<file path="src/core/trap_csr_pkg.sv">
package trap_csr_pkg;

    // ------------------------------------------------------------
    // csr addresses
    // ------------------------------------------------------------
    localparam logic [11:0] ADDR_MACHINE_SCRATCH        = 12'h340;
    localparam logic [11:0] ADDR_TRAP_RETURN_PC         = 12'h341;
    localparam logic [11:0] ADDR_TRAP_CAUSE             = 12'h342;
    localparam logic [11:0] ADDR_TRAP_VALUE             = 12'h343;
    localparam logic [11:0] ADDR_INTERRUPT_PENDING      = 12'h344;
    localparam logic [11:0] ADDR_TRIGGER_SELECT         = 12'h7a0;
    localparam logic [11:0] ADDR_TRIGGER_CONTROL        = 12'h7a1;
    localparam logic [11:0] ADDR_TRIGGER_MATCH_ADDRESS  = 12'h7a2;
    localparam logic [11:0] ADDR_TRIGGER_EXTRA_DATA     = 12'h7a3;
    localparam logic [11:0] ADDR_TRIGGER_TYPE_INFO      = 12'h7a4;
    localparam logic [11:0] ADDR_MACHINE_CONTEXT_ID     = 12'h7a8;
    localparam logic [11:0] ADDR_SUPERVISOR_CONTEXT_ID  = 12'h7aa;

    // ------------------------------------------------------------
    // reset values and field layouts
    // ------------------------------------------------------------
    localparam logic [31:0] RESET_ZERO             = 32'h0000_0000;
    localparam logic [31:0] TRIGGER_CONTROL_FIXED  = 32'h2800_1040;
    localparam logic [31:0] TRIGGER_INFO_PRESENT   = 32'h0000_0004;
    localparam logic [31:0] TRIGGER_INFO_ABSENT    = 32'h0000_0001;
    localparam int          TCTRL_EXECUTE_BIT      = 2;
    localparam int          CAUSE_IRQ_BIT          = 31;
    localparam int          CAUSE_CODE_W           = 5;
    localparam logic [31:0] PENDING_MASK           = 32'hffff_0888;
    localparam logic [31:0] RETURN_PC_MASK         = 32'hffff_fffe;
    localparam int          VECTOR_BASE_LSB        = 8;
    localparam logic [31:0] VECTOR_BASE_MASK       = 32'hffff_ff00;

    // ------------------------------------------------------------
    // carriers
    // ------------------------------------------------------------
    typedef enum logic [1:0] {
        CSR_OP_WRITE,
        CSR_OP_SET,
        CSR_OP_CLEAR,
        CSR_OP_READ
    } csr_op_e;

    typedef struct packed {
        logic        valid;
        csr_op_e     op;
        logic [11:0] addr;
        logic [31:0] wdata;
    } csr_req_s;

    typedef struct packed {
        logic        take;
        logic        is_irq;
        logic [4:0]  code;
        logic [31:0] pc;
    } trap_event_s;

endpackage

</file>
<file path="src/core/trap_and_trigger_csr_bank.sv">
`timescale 1ns/100ps
// How it works
// exception saves current pc into trap return pc, then fetch goes to handler
// trap return instruction loads pc from trap return pc register
// trap return pc bits 31:1 writable, bit 0 reads zero
// cause bit 31 set for interrupts, cleared for exceptions
// cause bits 30:5 read zero, bits 4:0 writable code
// software writes only legal codes into the cause code field
// trap value ignores writes and reads zero
// pending bits 31:16 show fast interrupt lines
// pending bits 11, 7, 3 show external, timer, software lines
// trigger select reads zero, writes ignored
// trigger, context and info registers reachable only in debug or machine mode
// trigger control and match address writable only from debug mode
// trigger type reads 2, machine match bit 6 reads one
// action field reads 1; a match enters debug mode
// timing bit zero; break happens before matching instruction executes
// mask and match kind read zero; exact whole-address compare
// execute bit 2 writable, enables instruction address matching
// match address register holds 32-bit compare address
// extra data and context registers ignore writes, read zero
// info reads 0x4, or 1 if selected trigger is absent
// load, store, chain, hit, select, s and u fields read zero
// handler fetched from trap vector bits 31:8
// interrupt line enabled only when its enable bit is set
// taken interrupt saves first uncompleted instruction address
// scratch is plain read/write word resetting to zero
module trap_and_trigger_csr_bank
    import trap_csr_pkg::*;
#(
    parameter int FAST_IRQ_W = 16
) (
    input  wire logic        clk,
    input  wire logic        reset,
    input  wire csr_req_s    csr_req,
    input  wire logic        debug_mode,
    input  wire logic        machine_mode,
    output logic [31:0]      csr_rdata,
    output logic             csr_illegal,
    input  wire trap_event_s trap_event,
    input  wire logic        trap_return,
    input  wire logic [31:0] trap_vector,
    input  wire logic [31:0] irq_lines,
    input  wire logic [31:0] irq_enable,
    output logic [31:0]      irq_enabled_pending,
    input  wire logic        fetch_valid,
    input  wire logic [31:0] fetch_addr,
    output logic             pc_redirect,
    output logic [31:0]      pc_redirect_addr,
    output logic             debug_enter
);

    // the pending view only serves the full set of sixteen fast lines
    if (FAST_IRQ_W != 16) begin : g_width_check
        $error("fast interrupt width must be 16");
    end

    // ------------------------------------------------------------
    // input synchronisers for irq pins
    // ------------------------------------------------------------
    logic [31:0] irq_meta_r;
    logic [31:0] irq_sync_r;

    always_ff @(posedge clk or posedge reset) begin
        if (reset) begin
            irq_meta_r <= RESET_ZERO;
            irq_sync_r <= RESET_ZERO;
        end else begin
            irq_meta_r <= irq_lines;
            irq_sync_r <= irq_meta_r;
        end
    end

    // ------------------------------------------------------------
    // address decode and write data
    // ------------------------------------------------------------
    logic        trig_space;
    logic        priv_ok;
    logic        known;
    logic        wr;
    logic [31:0] old_val;
    logic [31:0] new_val;

    assign trig_space = (csr_req.addr[11:4] == ADDR_TRIGGER_SELECT[11:4]);
    assign priv_ok    = !trig_space || debug_mode || machine_mode;

    always_comb begin
        case (csr_req.addr)
            ADDR_MACHINE_SCRATCH, ADDR_TRAP_RETURN_PC, ADDR_TRAP_CAUSE,
            ADDR_TRAP_VALUE, ADDR_INTERRUPT_PENDING, ADDR_TRIGGER_SELECT,
            ADDR_TRIGGER_CONTROL, ADDR_TRIGGER_MATCH_ADDRESS,
            ADDR_TRIGGER_EXTRA_DATA, ADDR_TRIGGER_TYPE_INFO,
            ADDR_MACHINE_CONTEXT_ID, ADDR_SUPERVISOR_CONTEXT_ID: known = 1'b1;
            default: known = 1'b0;
        endcase
    end

    assign csr_illegal = csr_req.valid && !(known && priv_ok);
    assign wr = csr_req.valid && known && priv_ok && (csr_req.op != CSR_OP_READ);

    always_comb begin
        case (csr_req.op)
            CSR_OP_WRITE: new_val = csr_req.wdata;
            CSR_OP_SET:   new_val = old_val | csr_req.wdata;
            CSR_OP_CLEAR: new_val = old_val & ~csr_req.wdata;
            default:      new_val = old_val;
        endcase
    end

    // ------------------------------------------------------------
    // trap registers
    // ------------------------------------------------------------
    logic [31:0] scratch_r;
    logic [31:0] return_pc_r;
    logic        cause_irq_r;
    logic [4:0]  cause_code_r;

    always_ff @(posedge clk or posedge reset) begin
        if (reset) begin
            scratch_r <= RESET_ZERO;
        end else if (wr && csr_req.addr == ADDR_MACHINE_SCRATCH) begin
            scratch_r <= new_val;
        end
    end

    // trap capture beats a same-cycle software write
    always_ff @(posedge clk or posedge reset) begin
        if (reset) begin
            return_pc_r <= RESET_ZERO;
        end else if (trap_event.take) begin
            return_pc_r <= trap_event.pc & RETURN_PC_MASK;
        end else if (wr && csr_req.addr == ADDR_TRAP_RETURN_PC) begin
            return_pc_r <= new_val & RETURN_PC_MASK;
        end
    end

    always_ff @(posedge clk or posedge reset) begin
        if (reset) begin
            cause_irq_r  <= 1'b0;
            cause_code_r <= 5'h00;
        end else if (trap_event.take) begin
            cause_irq_r  <= trap_event.is_irq;
            cause_code_r <= trap_event.code;
        end else if (wr && csr_req.addr == ADDR_TRAP_CAUSE) begin
            cause_irq_r  <= new_val[CAUSE_IRQ_BIT];
            cause_code_r <= new_val[CAUSE_CODE_W-1:0]; // legality is software's
        end
    end

    // ------------------------------------------------------------
    // trigger registers
    // ------------------------------------------------------------
    logic        execute_r;
    logic [31:0] match_addr_r;

    always_ff @(posedge clk or posedge reset) begin
        if (reset) begin
            execute_r    <= TRIGGER_CONTROL_FIXED[TCTRL_EXECUTE_BIT];
            match_addr_r <= RESET_ZERO;
        end else if (wr && debug_mode) begin
            if (csr_req.addr == ADDR_TRIGGER_CONTROL) begin
                execute_r <= new_val[TCTRL_EXECUTE_BIT];
            end
            if (csr_req.addr == ADDR_TRIGGER_MATCH_ADDRESS) begin
                match_addr_r <= new_val;
            end
        end
    end

    logic [31:0] tctrl_val;
    always_comb begin
        tctrl_val = TRIGGER_CONTROL_FIXED;
        tctrl_val[TCTRL_EXECUTE_BIT] = execute_r;
    end

    // ------------------------------------------------------------
    // read mux
    // ------------------------------------------------------------
    always_comb begin
        case (csr_req.addr)
            ADDR_MACHINE_SCRATCH:       old_val = scratch_r;
            ADDR_TRAP_RETURN_PC:        old_val = return_pc_r;
            ADDR_TRAP_CAUSE:            old_val = {cause_irq_r, 26'h0, cause_code_r};
            ADDR_TRAP_VALUE:            old_val = RESET_ZERO;
            ADDR_INTERRUPT_PENDING:     old_val = irq_sync_r & PENDING_MASK;
            ADDR_TRIGGER_SELECT:        old_val = RESET_ZERO;
            ADDR_TRIGGER_CONTROL:       old_val = tctrl_val;
            ADDR_TRIGGER_MATCH_ADDRESS: old_val = match_addr_r;
            ADDR_TRIGGER_TYPE_INFO:     old_val = TRIGGER_INFO_PRESENT;
            default:                    old_val = RESET_ZERO;
        endcase
    end

    always_ff @(posedge clk or posedge reset) begin
        if (reset) begin
            csr_rdata <= RESET_ZERO;
        end else if (csr_req.valid && known && priv_ok) begin
            csr_rdata <= old_val;
        end
    end

    // ------------------------------------------------------------
    // pending and enabled interrupt view
    // ------------------------------------------------------------
    always_ff @(posedge clk or posedge reset) begin
        if (reset) begin
            irq_enabled_pending <= RESET_ZERO;
        end else begin
            irq_enabled_pending <= irq_sync_r & PENDING_MASK & irq_enable;
        end
    end

    // ------------------------------------------------------------
    // redirect and breakpoint
    // ------------------------------------------------------------
    always_ff @(posedge clk or posedge reset) begin
        if (reset) begin
            pc_redirect      <= 1'b0;
            pc_redirect_addr <= RESET_ZERO;
        end else begin
            pc_redirect <= trap_event.take || trap_return;
            if (trap_event.take) begin
                pc_redirect_addr <= trap_vector & VECTOR_BASE_MASK;
            end else if (trap_return) begin
                pc_redirect_addr <= return_pc_r;
            end
        end
    end

    // match flagged on fetch so the instruction never executes
    always_ff @(posedge clk or posedge reset) begin
        if (reset) begin
            debug_enter <= 1'b0;
        end else begin
            debug_enter <= fetch_valid && execute_r && !debug_mode
                           && (fetch_addr == match_addr_r);
        end
    end

endmodule

</file>
<file path="config.mk">
export PLATFORM = sky130hd
export DESIGN_NAME = trap_and_trigger_csr_bank
export DESIGN_NICKNAME = d
export VERILOG_FILES = /design/src/core/trap_csr_pkg.sv /design/src/core/trap_and_trigger_csr_bank.sv
export SDC_FILE = /design/constraint.sdc
export NUM_CORES = 1
export LEC_CHECK = 0
export ABC_AREA = 1
export BUFFER_PORTS_ARGS = -buffer_cell sky130_fd_sc_hd__buf_2
export CAP_MARGIN = 10
export CORE_UTILIZATION = 52
export DETAILED_ROUTE_END_ITERATION = 8
export GPL_TIMING_DRIVEN = 0
export PLACE_DENSITY = 0.77
export SLEW_MARGIN = 40
export SYNTH_ARGS = -nofsm -noshare
export SYNTH_HDL_FRONTEND = slang
export SYNTH_SLANG_ARGS = --single-unit
</file>
<file path="constraint.sdc">
create_clock -name clk -period 7.5 [get_ports clk]
set_clock_uncertainty 0.05 [all_clocks]
set_input_delay 0.375 -clock clk [delete_from_list [all_inputs] [get_ports clk]]
set_output_delay 0.375 -clock clk [all_outputs]
set_load 0.02 [all_outputs]
</file>
==> run summary <==
Outcome = finished, final reports clean
Area of the mapped netlist = 0.0107 sq mm
Number of buffers created by CTS = 25
Peak Freq = 496 MHz
Setup Viol. Count Final = 0
Dpl hpwl = 27700 um
Slew margin rel. = 42.6%
Synth top area cells = dfrtp_1, nand2_1, inv_1, nand3_1, o21ai_0
Initial DRT Pass Iterations = 5
Setup slack after layout = 5480 ps
CTS tree = built
Slew Limit Fails = 0
Clk root buf = clkbuf_16
Vias in the first global route = 10300
H-Tree Depth = 1
Hold Crit Class = in2reg
GR Util All Layers = 36.1%
Fill count = 1686
Pint = 2.16 mW
Commonest non-fill, non-tap cell in the layout = nand2_1
Die area = 0.0211 sq mm
Starting Density = 52.9%
Rows = 52
CP startpoint kind = input port
# DRC = 0
Fraction of power spent switching nets = 25.7%
Nets = 1892
Clk network pwr share = 44.0%
IO buf count = 269
Seq cells post-synth = 224
Tcrit/Tclk final = 26.9%
Leading area contributor after synthesis = dfrtp_1
Met3 Use GR = 8.74%
Crit-path max FO = 10
Yosys top cell area share = 52.5%
CTS clock-pin slew for the worst setup and hold paths = 60 ps
Antenna violations before repair = 7
Critical Path RT = 7910 ps
Ports = 319
Net Sw Power = 749 uW
CP Class = in2reg
Via density = 5.42
Syn_area_per_cell = 8.07 sq um
Unrepaired setup endpoints after global routing = no
Post-layout util = 68.2%
Wire length of the first global-routing pass = 57700 um
Gr ovfl total = 0
Clock Tree Buf Depth = 3
Setup TNS = 0 ps
Post-placement setup slack = 5110 ps
Largest net degree at the start of global routing = 74
Routability Congestion = 0.966
Worst Path Arrival = 2430 ps
Layout area overhead = 28.8%
Post-layout min period = 2020 ps
Chip Height = 145 um
Post-Synthesis Cells = 1323
Max IR drop VDD = 0.000162 V
Most frequent cells in the layout = nand2_1, buf_2, dfrtp_1
Unique masters post-synth = 39
Sink Count = 224
Most Crowded Layer GR = met2
Final Hold Fails = 0
Die Wd = 145 um
CTS Hold Bufs = 37
LEAKAGE = 7.53 nW
CTS resizes = 0
Via Count = 10700
Core area = 0.0202 sq mm
Synthesis Warnings = 0
Post-route ant nets = 0
Met1 usage = 47.6%
Sequential share of power = 44.6%
Worst-Margin Slew = 861 ps
Met2 Use GR = 56.8%
Kind of end point of the critical path = flop
Comb pwr share = 11.4%
Layout cell share with drive strength beyond 1 = 24.4%
Pwr Density = 212 mW/mm^2
Insertion delay to the later sink of the worst-skew pair = 520 ps
Max-capacitance violation count = 0
Avg WL per Cell = 19.3 um
Setup Fix Bufs, Post-CTS = 0
Sequential cell area fraction in the yosys report = 52.5%
Initial DRC count = 1155
Drt total wl = 37900 um
## stage by stage
stage | hold WS (ps) | area [sq um] | std cells | total power, mW
after global routing | 20.5 | 13700 | 1963 | 3.01
after CTS | 8.97 | 13700 | 1960 | 2.91
after detailed placement | 285 | 12500 | 1878 | 1.63
final | 17.1 | 13700 | 1966 | 2.91
after global placement | 282 | 12400 | 1875 | 1.62
after floorplan | 281 | 10700 | 1336 | 1.48
## state kept, by name (all words and copies together), names as in the netlist
signal and cells:
csr_rdata 32, return_pc_r 31, scratch_r 32, cause_irq_r 1, execute_r 1, cause_code_r 5
irq_enabled_pending 19, pc_redirect_addr 31, irq_sync_r 19, debug_enter 1, pc_redirect 1, irq_meta_r 19
match_addr_r 32
## final cells by class
type	instances	area [sq um]	area share [%]
well taps	270	338	2.46
diodes	6	15.0	0.109
clock inverters	12	146	1.06
repair buffers	309	1800	13.1
clock buffers	33	716	5.21
inverters	144	549	3.99
flip-flops and latches	224	5610	40.8
plain buffers	68	370	2.69
multi-input cells	900	4210	30.6
## power by group through the flow
stage | sequential [mW] | combinational (mW) | clock, mW
after global placement | 1.32 | 0.301 | 0
after global routing | 1.30 | 0.362 | 1.34
after CTS | 1.30 | 0.329 | 1.29
final | 1.30 | 0.332 | 1.28
after floorplan | 1.35 | 0.134 | 0
after detailed placement | 1.32 | 0.312 | 0
## per-layer routing
metal	part of all wire, %	vias up	wire length (um)
met2	46	648	17300
met4	4.4	4	1670
met3	11	113	4220
li1	-	4915	-
met1	39	4976	14600
met5	0.061	-	23
## critical path, cell delays in order
cell      delay [ps]
buf_2            160
inv_1            220
clkbuf_1         450
clkbuf_1         710
nand2_1          100
nand2_1          210
nand2_1          100
nand3_1           90
## cells by family (layout without fill, tap and decap cells)
| kind of cell | after synthesis | count (layout) | synth area share, % |
|---|---|---|---|
| flops | 224 | 224 | 52.5 |
| other cells | 1 | 20 | 0.0351 |
| compound gates | 183 | 183 | 9.94 |
| buf+inv | 212 | 566 | 8.54 |
| mux | 13 | 13 | 1.37 |
| xor+xnor | 9 | 9 | 0.738 |
| simple gates | 681 | 681 | 26.9 |
## synth_stat cells (all sizes together)
| cell | instances |
|---|---|
| xnor2 | 6 |
| nand4 | 7 |
| nand2 | 491 |
| buf | 45 |
| a21oi | 21 |
| conb | 1 |
| a211oi | 4 |
| and2 | 1 |
| dfrtp | 224 |
| a22o | 4 |
| nand3 | 91 |
| o22ai | 13 |
| mux2 | 13 |
| nor2 | 59 |
| o21ai | 108 |
| or2 | 12 |
| xor2 | 3 |
| nor3 | 19 |
| nor4 | 1 |
| clkinv | 2 |
| o221ai | 13 |
| clkbuf | 23 |
| a221oi | 4 |
| inv | 142 |
| o211ai | 15 |
| o21bai | 1 |
## worst paths after layout
kind	from	end	slack, ps	depth (start not counted)
max in group asynchronous	reset	return_pc_r[22]	6160	5
worst min register to register	irq_meta_r[17]	irq_sync_r[17]	290	0
worst max-delay path	csr_req[45]	return_pc_r[16]	5480	8
min in group asynchronous	reset	irq_sync_r[27]	340	3
worst max register to register	match_addr_r[2]	return_pc_r[2]	5830	8
worst min-delay path	irq_enable[21]	irq_enabled_pending[21]	20	3
Power figures use the tool's default switching activity.
